===== config.mk =====
export PLATFORM = sky130hd
export DESIGN_NAME = fmd_config_regs
export DESIGN_NICKNAME = d
export VERILOG_FILES = /design/src/shared/fmd_pkg.sv /design/src/core/fmd_retry_timer.sv /design/src/core/fmd_config_regs.sv
export SDC_FILE = /design/constraint.sdc
export NUM_CORES = 1
export LEC_CHECK = 0
export BUFFER_PORTS_ARGS = -buffer_cell sky130_fd_sc_hd__buf_2
export CELL_PAD_IN_SITES_DETAIL_PLACEMENT = 0
export CELL_PAD_IN_SITES_GLOBAL_PLACEMENT = 1
export CORE_AREA = 5 5 133 109
export CTS_BUF_LIST = sky130_fd_sc_hd__clkbuf_4
export DETAILED_ROUTE_END_ITERATION = 12
export DIE_AREA = 0 0 138 114
export PLACE_DENSITY = 0.89
export SLEW_MARGIN = 20
export SYNTH_ARGS = -nofsm -noshare
export SYNTH_HDL_FRONTEND = slang
export SYNTH_HIERARCHICAL = 1
export SYNTH_SLANG_ARGS = --single-unit
export TNS_END_PERCENT = 1

===== constraint.sdc =====
create_clock -name i_sys_clk -period 5.15 [get_ports i_sys_clk]
set_input_delay 0.515 -clock i_sys_clk [delete_from_list [all_inputs] [get_ports i_sys_clk]]
set_output_delay 0.515 -clock i_sys_clk [all_outputs]
set_load 0.05 [all_outputs]

===== src/shared/fmd_pkg.sv =====
// Package with field layout, codes and reset values of the configuration words
package fmd_pkg;

  // ==========================================================================
  // Message framing
  // ==========================================================================
  localparam int unsigned MSG_W = 32;             // Width of one message word
  localparam int unsigned ACCESS_BIT = 31;        // Read (0) or write (1)
  localparam int unsigned ID_HI = 30;             // Identifier field top bit
  localparam int unsigned ID_LO = 26;             // Identifier field low bit
  localparam logic [4:0] ID_MODE_MASK = 5'h07;    // Mode and fault mask word
  localparam logic [4:0] ID_DIAG_CFG = 5'h08;     // Short-to-battery config word
  localparam logic [4:0] ID_DIAG_READ = 5'h09;    // Diagnostic read message

  // ==========================================================================
  // Mode and fault mask word fields
  // ==========================================================================
  localparam int unsigned NUM_CH = 4;             // Channels served
  localparam int unsigned MODE_CH0_BIT = 23;      // Channel 0 control mode
  localparam int unsigned MASK_CH0_BIT = 19;      // Channel 0 fault mask
  localparam int unsigned RST_PIN_MASK_BIT = 15;  // Gate for low enable pin
  localparam int unsigned EN_PIN_MASK_BIT = 14;   // Gate for low reset pin
  localparam int unsigned TMR_HI = 13;            // Diagnostic timer field top
  localparam int unsigned TMR_LO = 12;            // Diagnostic timer field low
  localparam int unsigned AZ_OFF_BIT = 11;        // Auto-zero off bit
  localparam logic [31:0] MODE_WR_MASK = 32'h00fff800; // Implemented bits
  localparam logic [31:0] MODE_RESET = 32'h00000000;   // Reset value

  // ==========================================================================
  // Diagnostic timer pre-divider values
  // ==========================================================================
  localparam int unsigned PREDIV_W = 9;
  localparam logic [8:0] PREDIV_CODE0 = 9'h080;   // 128
  localparam logic [8:0] PREDIV_CODE12 = 9'h0c0;  // 192
  localparam logic [8:0] PREDIV_CODE3 = 9'h100;   // 256

  // ==========================================================================
  // Short-to-battery word fields
  // ==========================================================================
  localparam int unsigned DIAG_W = 24;            // Implemented low bits
  localparam int unsigned CH_STRIDE = 6;          // Bits per channel
  localparam int unsigned THR_OFS = 4;            // Threshold offset in slice
  localparam int unsigned RETRY_OFS = 0;          // Retry offset in slice
  localparam int unsigned RETRY_W = 4;            // Retry field width
  localparam int unsigned RETRY_SCALE = 4;        // PWM periods per step
  localparam int unsigned RETRY_CNT_W = 6;        // Holds up to 60 periods
  localparam logic [23:0] DIAG_RESET = 24'hffffff; // All ones after reset

endpackage : fmd_pkg


===== src/core/fmd_retry_timer.sv =====
// Per-channel short-to-battery retry timer counted in PWM periods
`timescale 1ns/1ps
`default_nettype none

module fmd_retry_timer
  import fmd_pkg::*;
(
  input wire logic i_sys_clk,
  input wire logic i_rst_b,
  input wire logic i_pwm_tick,
  input wire logic i_short_battery_fault,
  input wire logic [RETRY_W-1:0] i_retry_code,
  output logic o_retry,
  output logic o_waiting
);

  // ==========================================================================
  // State
  // ==========================================================================
  logic [RETRY_CNT_W-1:0] cnt_q, cnt_d;   // Remaining PWM periods
  logic wait_q, wait_d;                   // Wait in progress
  logic retry_q, retry_d;                 // Retry strobe

  // Zero code means one period, else four periods per step
  function automatic logic [RETRY_CNT_W-1:0] wait_len(input logic [RETRY_W-1:0] code);
    logic [RETRY_CNT_W-1:0] len;
    len = RETRY_CNT_W'(code) * RETRY_CNT_W'(RETRY_SCALE);
    if (code == '0) begin
      len = RETRY_CNT_W'(1);
    end
    return len;
  endfunction : wait_len

  // ==========================================================================
  // Next state
  // ==========================================================================
  // Fault starts a wait; a new fault while waiting restarts it
  always_comb begin
    cnt_d = cnt_q;
    wait_d = wait_q;
    retry_d = 1'b0;
    if (i_short_battery_fault) begin
      cnt_d = wait_len(i_retry_code);
      wait_d = 1'b1;
    end else if (wait_q && i_pwm_tick) begin
      if (cnt_q <= RETRY_CNT_W'(1)) begin
        // Last period done, fire retry
        wait_d = 1'b0;
        retry_d = 1'b1;
        cnt_d = '0;
      end else begin
        cnt_d = cnt_q - RETRY_CNT_W'(1);
      end
    end
  end

  // Registers only
  always_ff @(posedge i_sys_clk) begin
    if (!i_rst_b) begin
      cnt_q <= '0;
      wait_q <= 1'b0;
      retry_q <= 1'b0;
    end else begin
      cnt_q <= cnt_d;
      wait_q <= wait_d;
      retry_q <= retry_d;
    end
  end

  assign o_retry = retry_q;
  assign o_waiting = wait_q;

endmodule : fmd_retry_timer

`default_nettype wire


===== src/core/fmd_config_regs.sv =====
// Mode, fault mask and short-to-battery configuration words with message decode
`timescale 1ns/1ps
`default_nettype none

// Function
// - Identifier 07 selects mode and mask word
// - Mode bit: 0 current control, 1 on/off
// - Mask bit 1 lets channel fault through
// - Bit 15 gates low enable pin fault
// - Bit 14 gates low reset pin fault
// - Enable fall latches; cleared high plus read
// - Timer code selects divide 128/192/192/256
// - Bit 11 set stops auto-zero
// - Identifier 08 selects short-to-battery word
// - Two-bit threshold code per channel
// - Retry wait is four periods per step
// - Zero retry step waits one period
// - Short-to-battery word resets to all ones
module fmd_config_regs
  import fmd_pkg::*;
(
  input wire logic i_sys_clk,
  input wire logic i_rst_b,
  input wire logic i_msg_valid,
  input wire logic [MSG_W-1:0] i_msg_data,
  input wire logic i_enable_pin,
  input wire logic i_reset_b_pin,
  input wire logic [NUM_CH-1:0] i_chan_fault,
  input wire logic [NUM_CH-1:0] i_short_battery_fault,
  input wire logic i_pwm_tick,
  output logic o_resp_valid,
  output logic [MSG_W-1:0] o_resp_data,
  output logic o_fault,
  output logic o_enable_fault_latch,
  output logic [NUM_CH-1:0] o_channel_control_mode,
  output logic [PREDIV_W-1:0] o_diag_prediv,
  output logic o_auto_zero_off,
  output logic [2*NUM_CH-1:0] o_short_battery_threshold,
  output logic [NUM_CH-1:0] o_short_battery_retry,
  output logic [NUM_CH-1:0] o_short_battery_waiting
);

  // ==========================================================================
  // Helper functions
  // ==========================================================================
  // Channel slice base in the short-to-battery word; channel 0 sits on top
  function automatic int unsigned ch_base(input int unsigned ch);
    return (NUM_CH - 1 - ch) * CH_STRIDE;
  endfunction : ch_base

  // Threshold code of one channel
  function automatic logic [1:0] thr_code(input logic [DIAG_W-1:0] w,
                                          input int unsigned ch);
    return w[ch_base(ch) + THR_OFS +: 2];
  endfunction : thr_code

  // Retry code of one channel
  function automatic logic [RETRY_W-1:0] retry_code(input logic [DIAG_W-1:0] w,
                                                    input int unsigned ch);
    return w[ch_base(ch) + RETRY_OFS +: RETRY_W];
  endfunction : retry_code

  // Pre-divider from the timer code
  function automatic logic [PREDIV_W-1:0] prediv(input logic [1:0] code);
    logic [PREDIV_W-1:0] p;
    p = PREDIV_CODE12;
    if (code == 2'h0) begin
      p = PREDIV_CODE0;
    end else if (code == 2'h3) begin
      p = PREDIV_CODE3;
    end
    return p;
  endfunction : prediv

  // ==========================================================================
  // Pin synchronisers
  // ==========================================================================
  logic en_meta_q, en_sync_q, en_prev_q;   // Enable pin chain
  logic rb_meta_q, rb_sync_q;              // Reset pin chain

  // Pins are asynchronous; only the second stage and the enable edge stage after it are ever looked at
  always_ff @(posedge i_sys_clk) begin
    if (!i_rst_b) begin
      en_meta_q <= 1'b1;
      en_sync_q <= 1'b1;
      en_prev_q <= 1'b1;
      rb_meta_q <= 1'b1;
      rb_sync_q <= 1'b1;
    end else begin
      en_meta_q <= i_enable_pin;
      en_sync_q <= en_meta_q;
      en_prev_q <= en_sync_q;
      rb_meta_q <= i_reset_b_pin;
      rb_sync_q <= rb_meta_q;
    end
  end

  // ==========================================================================
  // Message decode
  // ==========================================================================
  logic [4:0] message_identifier; // Identifier field of incoming word
  logic msg_write;           // Access type bit
  logic hit_mode;            // Addresses mode and mask word
  logic hit_diag;            // Addresses short-to-battery word
  logic hit_read;            // Diagnostic read arrived

  always_comb begin
    message_identifier = i_msg_data[ID_HI:ID_LO];
    // top bit picks write over read
    msg_write = i_msg_data[ACCESS_BIT];
    hit_mode = 1'b0;
    hit_diag = 1'b0;
    hit_read = 1'b0;
    if (!i_msg_valid) begin
      // Idle, nothing addressed
      hit_mode = 1'b0;
    end else if (message_identifier == ID_MODE_MASK) begin
      hit_mode = 1'b1;
    end else if (message_identifier == ID_DIAG_CFG) begin
      hit_diag = 1'b1;
    end else if (message_identifier == ID_DIAG_READ) begin
      // Used only to release the enable latch
      hit_read = 1'b1;
    end
  end

  // ==========================================================================
  // Configuration words
  // ==========================================================================
  logic [MSG_W-1:0] mode_q, mode_d;        // Mode and fault mask word
  logic [DIAG_W-1:0] diag_q, diag_d;       // Short-to-battery word

  // Writes store only implemented bits so unused ones stay zero
  always_comb begin
    mode_d = mode_q;
    diag_d = diag_q;
    if (hit_mode && msg_write) begin
      mode_d = i_msg_data & MODE_WR_MASK;
    end
    if (hit_diag && msg_write) begin
      diag_d = i_msg_data[DIAG_W-1:0];
    end
  end

  always_ff @(posedge i_sys_clk) begin
    if (!i_rst_b) begin
      mode_q <= MODE_RESET;
      // threshold and retry fields all ones
      diag_q <= DIAG_RESET;
    end else begin
      mode_q <= mode_d;
      diag_q <= diag_d;
    end
  end

  // ==========================================================================
  // Response word
  // ==========================================================================
  logic resp_valid_q, resp_valid_d;        // Answer strobe
  logic [MSG_W-1:0] resp_q, resp_d;        // Answer word

  // Reads and writes both answer; a write echoes the value just stored
  always_comb begin
    resp_valid_d = 1'b0;
    resp_d = resp_q;
    if (hit_mode) begin
      // top bit zero, id echoed, unused zero
      resp_valid_d = 1'b1;
      resp_d = mode_d;
      resp_d[ID_HI:ID_LO] = ID_MODE_MASK;
      resp_d[ACCESS_BIT] = 1'b0;
    end else if (hit_diag) begin
      // same layout for the diagnostic word
      resp_valid_d = 1'b1;
      resp_d = '0;
      resp_d[DIAG_W-1:0] = diag_d;
      resp_d[ID_HI:ID_LO] = ID_DIAG_CFG;
    end
  end

  always_ff @(posedge i_sys_clk) begin
    if (!i_rst_b) begin
      resp_valid_q <= 1'b0;
      resp_q <= '0;
    end else begin
      resp_valid_q <= resp_valid_d;
      resp_q <= resp_d;
    end
  end

  // ==========================================================================
  // Enable fault latch and fault output
  // ==========================================================================
  logic en_latch_q, en_latch_d;            // Enable pin fault latch
  logic fault_q, fault_d;                  // Fault pin level
  logic en_fall;                           // Enable high to low seen
  logic [NUM_CH-1:0] mode_bits;            // Per-channel mode
  logic [NUM_CH-1:0] mask_bits;            // Per-channel mask

  always_comb begin
    en_fall = en_prev_q && !en_sync_q;
    for (int i = 0; i < NUM_CH; i++) begin
      mode_bits[i] = mode_q[MODE_CH0_BIT - i];
      mask_bits[i] = mode_q[MASK_CH0_BIT - i];
    end
    en_latch_d = en_latch_q;
    // clear needs pin high and a read
    if (hit_read && en_sync_q) begin
      en_latch_d = 1'b0;
    end
    // a new fall wins over the clear
    if (en_fall) begin
      en_latch_d = 1'b1;
    end
    fault_d = |(i_chan_fault & mask_bits);
    // enable pin fault gated by bit 15
    if (mode_q[RST_PIN_MASK_BIT] && (en_latch_q || !en_sync_q)) begin
      fault_d = 1'b1;
    end
    // reset pin low gated by bit 14
    if (mode_q[EN_PIN_MASK_BIT] && !rb_sync_q) begin
      fault_d = 1'b1;
    end
  end

  always_ff @(posedge i_sys_clk) begin
    if (!i_rst_b) begin
      en_latch_q <= 1'b0;
      fault_q <= 1'b0;
    end else begin
      en_latch_q <= en_latch_d;
      fault_q <= fault_d;
    end
  end

  // ==========================================================================
  // Registered control outputs
  // ==========================================================================
  logic [NUM_CH-1:0] cmode_q, cmode_d;         // Channel control mode
  logic [PREDIV_W-1:0] prediv_q, prediv_d;     // Diagnostic pre-divider
  logic az_off_q, az_off_d;                    // Auto-zero stopped
  logic [2*NUM_CH-1:0] thr_q, thr_d;           // Threshold codes, ch0 low

  always_comb begin
    cmode_d = mode_bits;
    prediv_d = prediv(mode_q[TMR_HI:TMR_LO]);
    az_off_d = mode_q[AZ_OFF_BIT];
    for (int i = 0; i < NUM_CH; i++) begin
      thr_d[2*i +: 2] = thr_code(diag_q, i);
    end
  end

  always_ff @(posedge i_sys_clk) begin
    if (!i_rst_b) begin
      cmode_q <= '0;
      prediv_q <= PREDIV_CODE0;
      az_off_q <= 1'b0;
      thr_q <= '1;
    end else begin
      cmode_q <= cmode_d;
      prediv_q <= prediv_d;
      az_off_q <= az_off_d;
      thr_q <= thr_d;
    end
  end

  // ==========================================================================
  // Retry timers
  // ==========================================================================
  // Timers read the live word, so a rewrite affects the next fault only
  for (genvar g = 0; g < NUM_CH; g++) begin : g_retry
    fmd_retry_timer u_timer (
      .i_sys_clk(i_sys_clk),
      .i_rst_b(i_rst_b),
      .i_pwm_tick(i_pwm_tick),
      .i_short_battery_fault(i_short_battery_fault[g]),
      .i_retry_code(retry_code(diag_q, g)),
      .o_retry(o_short_battery_retry[g]),
      .o_waiting(o_short_battery_waiting[g])
    );
  end

  // ==========================================================================
  // Output wiring, all from flip-flops
  // ==========================================================================
  assign o_resp_valid = resp_valid_q;
  assign o_resp_data = resp_q;
  assign o_fault = fault_q;
  assign o_enable_fault_latch = en_latch_q;
  assign o_channel_control_mode = cmode_q;
  assign o_diag_prediv = prediv_q;
  assign o_auto_zero_off = az_off_q;
  assign o_short_battery_threshold = thr_q;

endmodule : fmd_config_regs

`default_nettype wire


## Yosys cells after proc, flatten, opt, wreduce, memory -nomap -nowiden

Index checks and enable logic that the tools add are counted.

- Word-level logic and storage cells: 137
- Bits of input ports: 46
- Register bits after elaboration: 142
- Output and inout port bits: 65

- Add/subtract/negate cells: 4
- Bitwise gates (word level): 6
- Equal/unequal tests: 4
- Multiplexer cells: 52
- $lt $le $gt $ge: 4
- Reductions and logical operators: 39

Operators by type and width:

| cell | count |
|---|---|
| $mux W6 | 16 |
| $mux W29 | 2 |
| $mux W1 | 31 |
| $mux W26 | 1 |
| $le A6 B1 Y1 const B | 4 |
| $mux W24 | 1 |
| $sub A6 B1 Y6 const B | 4 |
| $reduce_bool A2 Y1 | 10 |
| $logic_not A4 Y1 | 4 |
| $reduce_or A3 Y1 | 4 |
| $eq A5 B4 Y1 const B | 2 |
| $logic_and A1 B1 Y1 | 10 |
| $mux W9 | 1 |
| $reduce_and A2 Y1 | 4 |
| $eq A5 B3 Y1 const B | 1 |
| $not A1 Y1 | 5 |
| $and A4 B4 Y4 | 1 |
| $reduce_or A2 Y1 | 2 |
| $reduce_or A4 Y1 | 1 |
| $eq A2 B2 Y1 const B | 1 |
| $logic_not A1 Y1 | 2 |
| $logic_not A2 Y1 | 1 |
| $logic_or A1 B1 Y1 | 1 |

## Logic depth before layout (Yosys ltp)

Gate-level depths: netlist (run 1).

- Word-level depth: 8
- Mapped depth: 7
- Mapped depth without buffers: 6

## By module

Netlist (run 1), hierarchy kept.

By module, submodules not included:

| module | seq. area each (µm²) | area each (µm²) | cells an instance | instances |
|---|---|---|---|---|
| fmd_config_regs | 2042.0 | 4038.9 | 438 | 1 |
| fmd_retry_timer at g_retry[1].u_timer ... | 160.2 | 489.2 | 56 | 3 |
| fmd_retry_timer at g_retry[0].u_timer | 160.2 | 480.5 | 53 | 1 |

## Worst setup path after synthesis (run 1)

OpenSTA, ideal clock, no wires.

- Path type: in2reg
- Start: input i_msg_data[27]
- End: register resp_q[19] (netlist: o_resp_data[19])
- Setup time: 0.120 ns
- Required time: 5.030 ns
- Cell stages on the path: 6
- Path buffers: 2
- Data arrival time: 1.560 ns
- Slack: 3.470 ns
- Cell sequence: nor3b_4 -> nand2_2 -> buf_6 -> buf_6 -> and3_1 -> o31a_1

- Longest elaborated chain between the ends: 8
- Elaborated cells on any way between the ends: 14
- Classes of those cells: eq/ne (2); mux (9); reduce/logical (3)

Ends and longest elaborated chain:

| element | RTL line | RTL |
|---|---|---|
| from (decl) | fmd_config_regs.sv:25 | `input wire logic [MSG_W-1:0] i_msg_data,` |
| $eq A5 B4 Y1 | fmd_config_regs.sv:119 | `end else if (message_identifier == ID_DIAG_CFG) begin` |
| $mux W1 | fmd_config_regs.sv:119 |  |
| $mux W1 | fmd_config_regs.sv:117 | `end else if (message_identifier == ID_MODE_MASK) begin` |
| $mux W1 | fmd_config_regs.sv:114 | `if (!i_msg_valid) begin` |
| $logic_and A1 B1 Y1 | fmd_config_regs.sv:140 | `if (hit_diag && msg_write) begin` |
| $mux W24 | fmd_config_regs.sv:140 |  |
| $mux W29 | fmd_config_regs.sv:172 | `end else if (hit_diag) begin` |
| $mux W29 | fmd_config_regs.sv:166 | `if (hit_mode) begin` |
| to (signal assigned) | fmd_config_regs.sv:187 | `resp_q <= resp_d;` |
| to (decl) | fmd_config_regs.sv:160 | `logic [MSG_W-1:0] resp_q, resp_d;` |

Parallel ways exist; a longest one is shown, timed or not. The select of a mux whose other input is x is not followed.
A chain may end at the register's enable or synchronous reset.

## Worst setup path after layout (run 1)

- Start: input i_msg_data[30]
- End: register resp_q[8] (netlist: o_resp_data[8])

Same word-level chain as after synthesis.

==> metrics.md, run 1 <==
| Metric | Value |
|---|---|
| Die W | 138 µm |
| Hold Path Sink | en_meta_q |
| Min-delay src | i_enable_pin |
| TritonCTS Buffers | 17 |
| Synth async-reset ratio | 0 |
| Total wire length | around 15,000 µm |
| Syn avg cell area | roughly 9 µm² |
| Area leader, netlist | dfxtp_1 |
| Dpl hpwl | 9856 µm |
| Worst path slowest cell | nor2_1 |
| Final Hold Fails | 0 |
| Status | completed |
| Crit Path Class | in -> reg |
| Flops & latches, synth | about 130 |
| Vias/cell | about 5.5 |
| CTS resizes | 0 |
| Multi-input gate area | about 3000 µm² |
| Worst EP arrival | 3.16 ns |
| Hold Path Stages | 2 |
| Initial antenna violation count | 3 |
| Final setup TNS | 0 ns |
| RSZ-0062 raised after global routing | no |
| Max Freq | about 0.37 GHz |
| Io pins | 111 |
| Syn Inst Count | around 660 |
| Total power | roughly 2.1 mW |
| Vias in the first global route | around 4,900 |
| R2R setup slack | 3.32 ns |
| Clock Latency Late Sink | between 0.5 and 0.6 ns |
| Top cells by area, synth | dfxtp_1, nand2_1, nand3_1 |
| IO buf count | 100 |
| Commonest non-fill, non-tap cells in the layout | dfxtp_1, buf_2, nand2_1, nand3_1, a21oi_1 |
| CTS Root Cell | clkbuf_4 |
| Endpoints failing setup | 0 |
| Slew margin rel. | 0.2773 |
| Fin crit period | around 2.7 ns |
| Worst-path cell chain | buf_2 > and3b_1 > nand2_2 > nor2_1 > a221o_1 |
| Die area | approximately 16,000 µm² |
| DRC viols | 0 |
| Pins Over Slew Limit | 0 |
| Chip height | between 100 and 150 µm |
| Top-area cell type share of the netlist area | 0.4481 |
| Most common cell after layout, fill and taps aside | dfxtp_1 |
| Largest net degree at the start of global routing | 61 |
| Drt initial violations | ~340 |
| Critical path's largest stage delay | just over 0.8 ns |
| Post-route ant nets | 0 |
| Smallest hold slack | between 0.1 and 0.15 ns |
| EDFF count, synth | 0 |
| NumNets Final | slightly below 800 |
| Synth cell types | between 50 and 60 |
| Clock Skew | between 0.015 and 0.02 ns |
| CTS tree | built |
| Layout cell share with drive strength beyond 1 | 0.2067 |
| Synth warnings | 6 |
| Area of the core | about 13,000 µm² |
| Critical path data required time | between 5 and 6 ns |
| Finished Core Util | 0.5132 |
| Cell Rows | 38 |
| First drt pass iteration count | 5 |
| Crit path max fanout | 31 |
| First-pass GRT wire length | 24,710 µm |
| Gr ovfl total | 0 |
| Synth Flop Type | dfxtp_1 |
| P_leak | about 3.1 nW |
| Final Wtd Congestion | 0.8613 |
| Post-CTS Hold Buffers | 0 |
| Clock transition at path regs | approximately 0.12 ns |
| Max H-tree Level | 4 |
| Seq/Total Area, Yosys | 0.4481 |
| Setup Buffers After CTS | 0 |
| Post-synthesis cell area | 5987 µm² |
| Max-cap viol count | 0 |
| Worst Hold Class | in -> reg |
| Layout fillers | 1,275 |
| Clk sinks | between 100 and 150 |
| Reg2Reg Depth | 4 |
| Reg2reg end | g_retry[2].u_timer/cnt_q[5] |
| Pwr dens | 314.2 nW/µm² |
| Crit share post-route | 0.5186 |
| CTS Buffer Depth | 2 |
| Via count | ~5,000 |
| Layout area overhead | 13.29% |
| Routed WL per cell | 16.25 µm |
| Sequential cell area | around 2700 µm² |
| R2R Path Start | g_retry[2].u_timer/cnt_q[0] |
| Worst setup SP type | input port |
| Worst VDD drop | 0.0001619 V |
| Crit end category | flop |
| Worst slew pin tran | roughly 1.1 ns |
| Total track usage | 0.1927 |
| Starting Density | 0.4530 |
-- cell usage after synthesis (all sizes together), types with 2 or more instances --
library cell  instances
nand4b                2
buf                  32
a2111oi               3
o21a                 10
a21boi               11
nand2b               21
nor2b                16
o41ai                 3
nor3b                 6
nor3                  9
or4                   6
dfxtp               134
nand2                87
and3b                 6
xor2                  5
ha                    8
a221o                11
clkbuf               22
and3                 35
xnor2                 6
o221a                 2
o21ai                 9
inv                  18
nand3                58
o31a                 13
a222oi                2
nor4                  4
nor2                 19
o211a                 4
or3                  10
and2                  8
o31ai                 8
mux2i                25
a21oi                38
-- registers in the layout, indices dropped and copies added, names as in the netlist, 3 cells and up --
| register | flops |
|---|---|
| mode_q | 26 |
| o_channel_control_mode | 4 |
| o_short_battery_threshold | 8 |
| diag_q | 24 |
| o_diag_prediv | 3 |
| o_resp_data | 28 |
| g_retry.u_timer/cnt_q | 24 |
| g_retry.u_timer/o_waiting | 4 |
| g_retry.u_timer/o_retry | 4 |
-- through the flow --
| step | setup WS (ns) | std cells | instance area, µm² |
|---|---|---|---|
| finish | 2.479 | 926 | 6783 |
| global route | 2.400 | 926 | 6783 |
| CTS | 2.543 | 925 | 6775 |
| detailed placement | 1.926 | 894 | 6440 |
| global placement | 1.975 | 894 | 6440 |
| floorplan | 3.470 | 666 | 6013 |
-- kinds of logic (layout without fill, tap and decap cells) --
kind of cell,count (synthesis),count (layout),share of synthesized area
AO/OA/AOI/OAI,120,120,0.1492
flip-flops,134,134,0.4481
adder cells (fa/ha/maj),8,8,0.01672
AND/OR/NAND/NOR,288,288,0.2633
multiplexers,25,25,0.04180
buffers and inverters,72,151,0.06416
other,1,9,0.0006264
XOR/XNOR,11,11,0.01609
-- final cells by class --
cell class	instances	share of cell area
inverters	18	0.009961
clock buffers	17	0.01882
clock inverters	14	0.03062
flip-flops and latches	134	0.3955
diodes	1	0.0003689
multi-input cells	460	0.4352
repair buffers	102	0.07637
well taps	180	0.03320
-- power breakdown --
part,switching [mW],internal [mW]
registers,0.0234,1.06
clock network,0.392,0.429
logic,0.145,0.0840
total,0.560,1.57
-- per-layer routing --
metal	GRT usage	vias to the layer above	routed length, µm
met5	0	-	19
met4	0.05332	4	120
met3	0.07125	15	1147
met2	0.3043	164	6947
met1	0.2503	2413	6815
li1	-	2455	-
-- worst max-delay path, delay by kind of cell --
| kind | cells | cell delay [ns] |
|---|---|---|
| compound gates | 1 | 0.28 |
| simple gates | 3 | 2.23 |
| buf+inv | 1 | 0.12 |
-- worst max-delay path by stage --
stage / from / to
6_report: i_msg_data[30] / o_resp_data[8]
5_1_grt: i_msg_data[30] / o_resp_data[8]
4_1_cts: i_msg_data[30] / o_resp_data[8]
3_5_place_dp: i_msg_data[30] / o_resp_data[10]
3_3_place_gp: i_msg_data[30] / o_resp_data[8]
2_1_floorplan: i_msg_data[27] / o_resp_data[19]
Power figures use the tool's default switching activity.
==> inputs of run 2 (changes only) <==
--- a/config.mk
+++ b/config.mk
@@ -8,11 +8,11 @@
 export BUFFER_PORTS_ARGS = -buffer_cell sky130_fd_sc_hd__buf_2
 export CELL_PAD_IN_SITES_DETAIL_PLACEMENT = 0
 export CELL_PAD_IN_SITES_GLOBAL_PLACEMENT = 1
-export CORE_AREA = 5 5 133 109
+export CORE_AREA = 5 5 138 114
 export CTS_BUF_LIST = sky130_fd_sc_hd__clkbuf_4
 export DETAILED_ROUTE_END_ITERATION = 12
-export DIE_AREA = 0 0 138 114
-export PLACE_DENSITY = 0.89
+export DIE_AREA = 0 0 143 119
+export PLACE_DENSITY = 0.82
 export SLEW_MARGIN = 20
 export SYNTH_ARGS = -nofsm -noshare
 export SYNTH_HDL_FRONTEND = slang
==> constraint.sdc (replaced) <==
create_clock -name i_sys_clk -period 2.8 [get_ports i_sys_clk]
set_input_delay 0.28 -clock i_sys_clk [delete_from_list [all_inputs] [get_ports i_sys_clk]]
set_output_delay 0.28 -clock i_sys_clk [all_outputs]
set_load 0.05 [all_outputs]
==> run 2 against run 1 <==
Effect of this change:
- clock power increased by 60%
- routed wire length increased by 1.7%
- worst setup slack got worse by 1.5 ns
- combinational power increased by 100%
- sequential share of layout area decreased by 1.6 points
- hold slack got worse by 0.050 ns
- critical endpoint is now g_retry[1].u_timer/cnt_q[5]
- sequential power increased by 84%
- utilization decreased by 1.2 points
- sequential cell count unchanged
- highest routed layer is now met4
- non-clock buffer count increased by 36
- via count increased by 2.4%
==> metrics.md, run 2 (synthesis results as in run 1) <==
| Metric | Value |
|---|---|
| Area of the core | about 14,000 µm² |
| Crit end category | flop |
| Worst slew pin tran | ~0.86 ns |
| Io pins | roughly 110 |
| Combinational share of power | 0.122 |
| Max-cap viol count | 0 |
| Seq pwr share | 0.530 |
| Antenna cells | 0 |
| Cell Rows | 39 |
| Final Hold Fails | 0 |
| IO buf count | 100 |
| Worst Hold Class | in -> reg |
| TritonCTS Buffers | 17 |
| Worst setup SP type | flop |
| Layout area overhead | 18.14% |
| Final Wtd Congestion | around 0.9 |
| CTS tree | built |
| Clock Skew | 0.01184 ns |
| Total wire length | 15,300 µm |
| Largest register FFs | 28 |
| Crit Path Class | reg -> reg |
| Switch share | 0.2680 |
| Clock transition at path regs | between 0.1 and 0.15 ns |
| Slew margin rel. | 0.4253 |
| Endpoints failing setup | 0 |
| Final setup TNS | 0 ns |
| Die area | ~17,000 µm² |
| CTS resizes | 0 |
| Commonest non-fill, non-tap cells in the layout | dfxtp_1, buf_2, nand2_1, nand3_1, a21oi_1 |
| Total power | around 3.8 mW |
| Critical path data required time | 3.29 ns |
| DRC viols | 0 |
| Pins Over Slew Limit | 0 |
| NumNets Final | about 820 |
| Routed WL per cell | around 16 µm |
| Clk sinks | approximately 130 |
| RSZ-0062 raised after global routing | no |
| First-pass GRT wire length | roughly 25,000 µm |
| Max H-tree Level | 4 |
| Design Area, Final | ~7100 µm² |
| Drt initial violations | roughly 340 |
| Initial antenna violation count | 0 |
| Total track usage | 0.1833 |
| First drt pass iteration count | 5 |
| Vias/cell | approximately 5.4 |
| CTS Buffer Depth | 2 |
| Via count | between 5,000 and 6,000 |
| Worst VDD drop | about 0.00027 V |
| Pwr dens | ~530 nW/µm² |
| Vias in the first global route | 5,043 |
| Dpl hpwl | about 11,000 µm |
| Layout fillers | 1,339 |
| Most common cell after layout, fill and taps aside | dfxtp_1 |
| Max Freq | roughly 0.56 GHz |
| P_leak | between 3 and 4 nW |
| Crit path max fanout | 5 |
| Crit share post-route | 0.6374 |
| Largest net degree at the start of global routing | 70 |
| Net Sw Power | just over 1 mW |
| Clock Power Share | 0.349 |
| Layout cell share with drive strength beyond 1 | 0.2059 |
| Placed inst area | about 6500 µm² |
| Internal power | between 2 and 3 mW |
| Worst EP arrival | 2.28 ns |
| CTS Root Cell | clkbuf_4 |
| Die W | approximately 140 µm |
| Status | completed |
| Clock Latency Late Sink | 0.54 ns |
| Setup Buffers After CTS | 0 |
| Starting Density | 0.4245 |
| Chip height | 119 µm |
| Gr ovfl total | 0 |
| Fin crit period | 1.785 ns |
| Smallest hold slack | about 0.1 ns |
| Post-route ant nets | 0 |
==> run 2: changes by cell type in the layout (fill, tap and decap cells not counted), sizes merged <==
cell         before  now
bufinv            5    3
dlygate4sd3       0   26
buf             102  112
clkinv            7    9
clkbuf           17   19
diode             1    0
inv              19   18
==> run 2: repair_timing <==
action,in CTS,in global routing
hold buffers,26,0
endpoints found under the hold margin,31,0
endpoints found under the setup margin,0,0
==> run 2: cell type report <==
| type | instances | area, µm² | share of cell area |
|---|---|---|---|
| clock buffer | 19 | 142.6 | 0.02017 |
| clock inverter | 13 | 137.6 | 0.01946 |
| inverter | 18 | 67.56 | 0.009552 |
| multi-input combinational | 460 | 2947 | 0.4166 |
| sequential | 134 | 2683 | 0.3793 |
| tap | 184 | 230.2 | 0.03255 |
| timing repair buffer | 138 | 865.8 | 0.1224 |
==> run 2: worst paths after layout <==
path	endpoint	from	slack [ns]	cells past startpoint
min	diag_q[5]	i_rst_b	0.1	2
max	g_retry[1].u_timer/cnt_q[5]	g_retry[1].u_timer/cnt_q[0]	1.02	4
max reg2reg	g_retry[1].u_timer/cnt_q[5]	g_retry[1].u_timer/cnt_q[0]	1.02	4
min reg2reg	en_sync_q	en_meta_q	0.41	1
==> run 2: critical path, stage by stage (launching register included) <==
cell and delay [ns]:
dfxtp_1 0.37, or3_4 0.42, or4_4 0.43, a2111oi_2 0.36
o21a_1 0.16
==> run 2: power groups by stage <==
| stage | registers (mW) | logic, mW | clock network [mW] |
|---|---|---|---|
| after floorplan | 2.06 | 0.285 | 0 |
| after global placement | 2.03 | 0.417 | 0 |
| after detailed placement | 2.03 | 0.428 | 0 |
| after CTS | 1.99 | 0.457 | 1.34 |
| after global routing | 2.00 | 0.503 | 1.43 |
| final | 1.99 | 0.458 | 1.31 |
==> run 2: layer usage <==
| layer | up-vias | routed length [µm] | GRT usage |
|---|---|---|---|
| met5 | - | 0 | 0 |
| met4 | 0 | 155 | 0.06532 |
| met3 | 14 | 1245 | 0.04728 |
| met2 | 187 | 6748 | 0.2773 |
| met1 | 2443 | 7150 | 0.2530 |
| li1 | 2530 | - | - |
==> run 2: stage by stage <==
stage          utilization  instances  worst slack, ns
2_1_floorplan            -        666            1.132
3_3_place_gp        0.4632        908           0.6282
3_5_place_dp        0.4632        908           0.5941
4_1_cts             0.5016        966            1.008
5_1_grt             0.5016        966           0.9035
6_report            0.5016        966            1.015
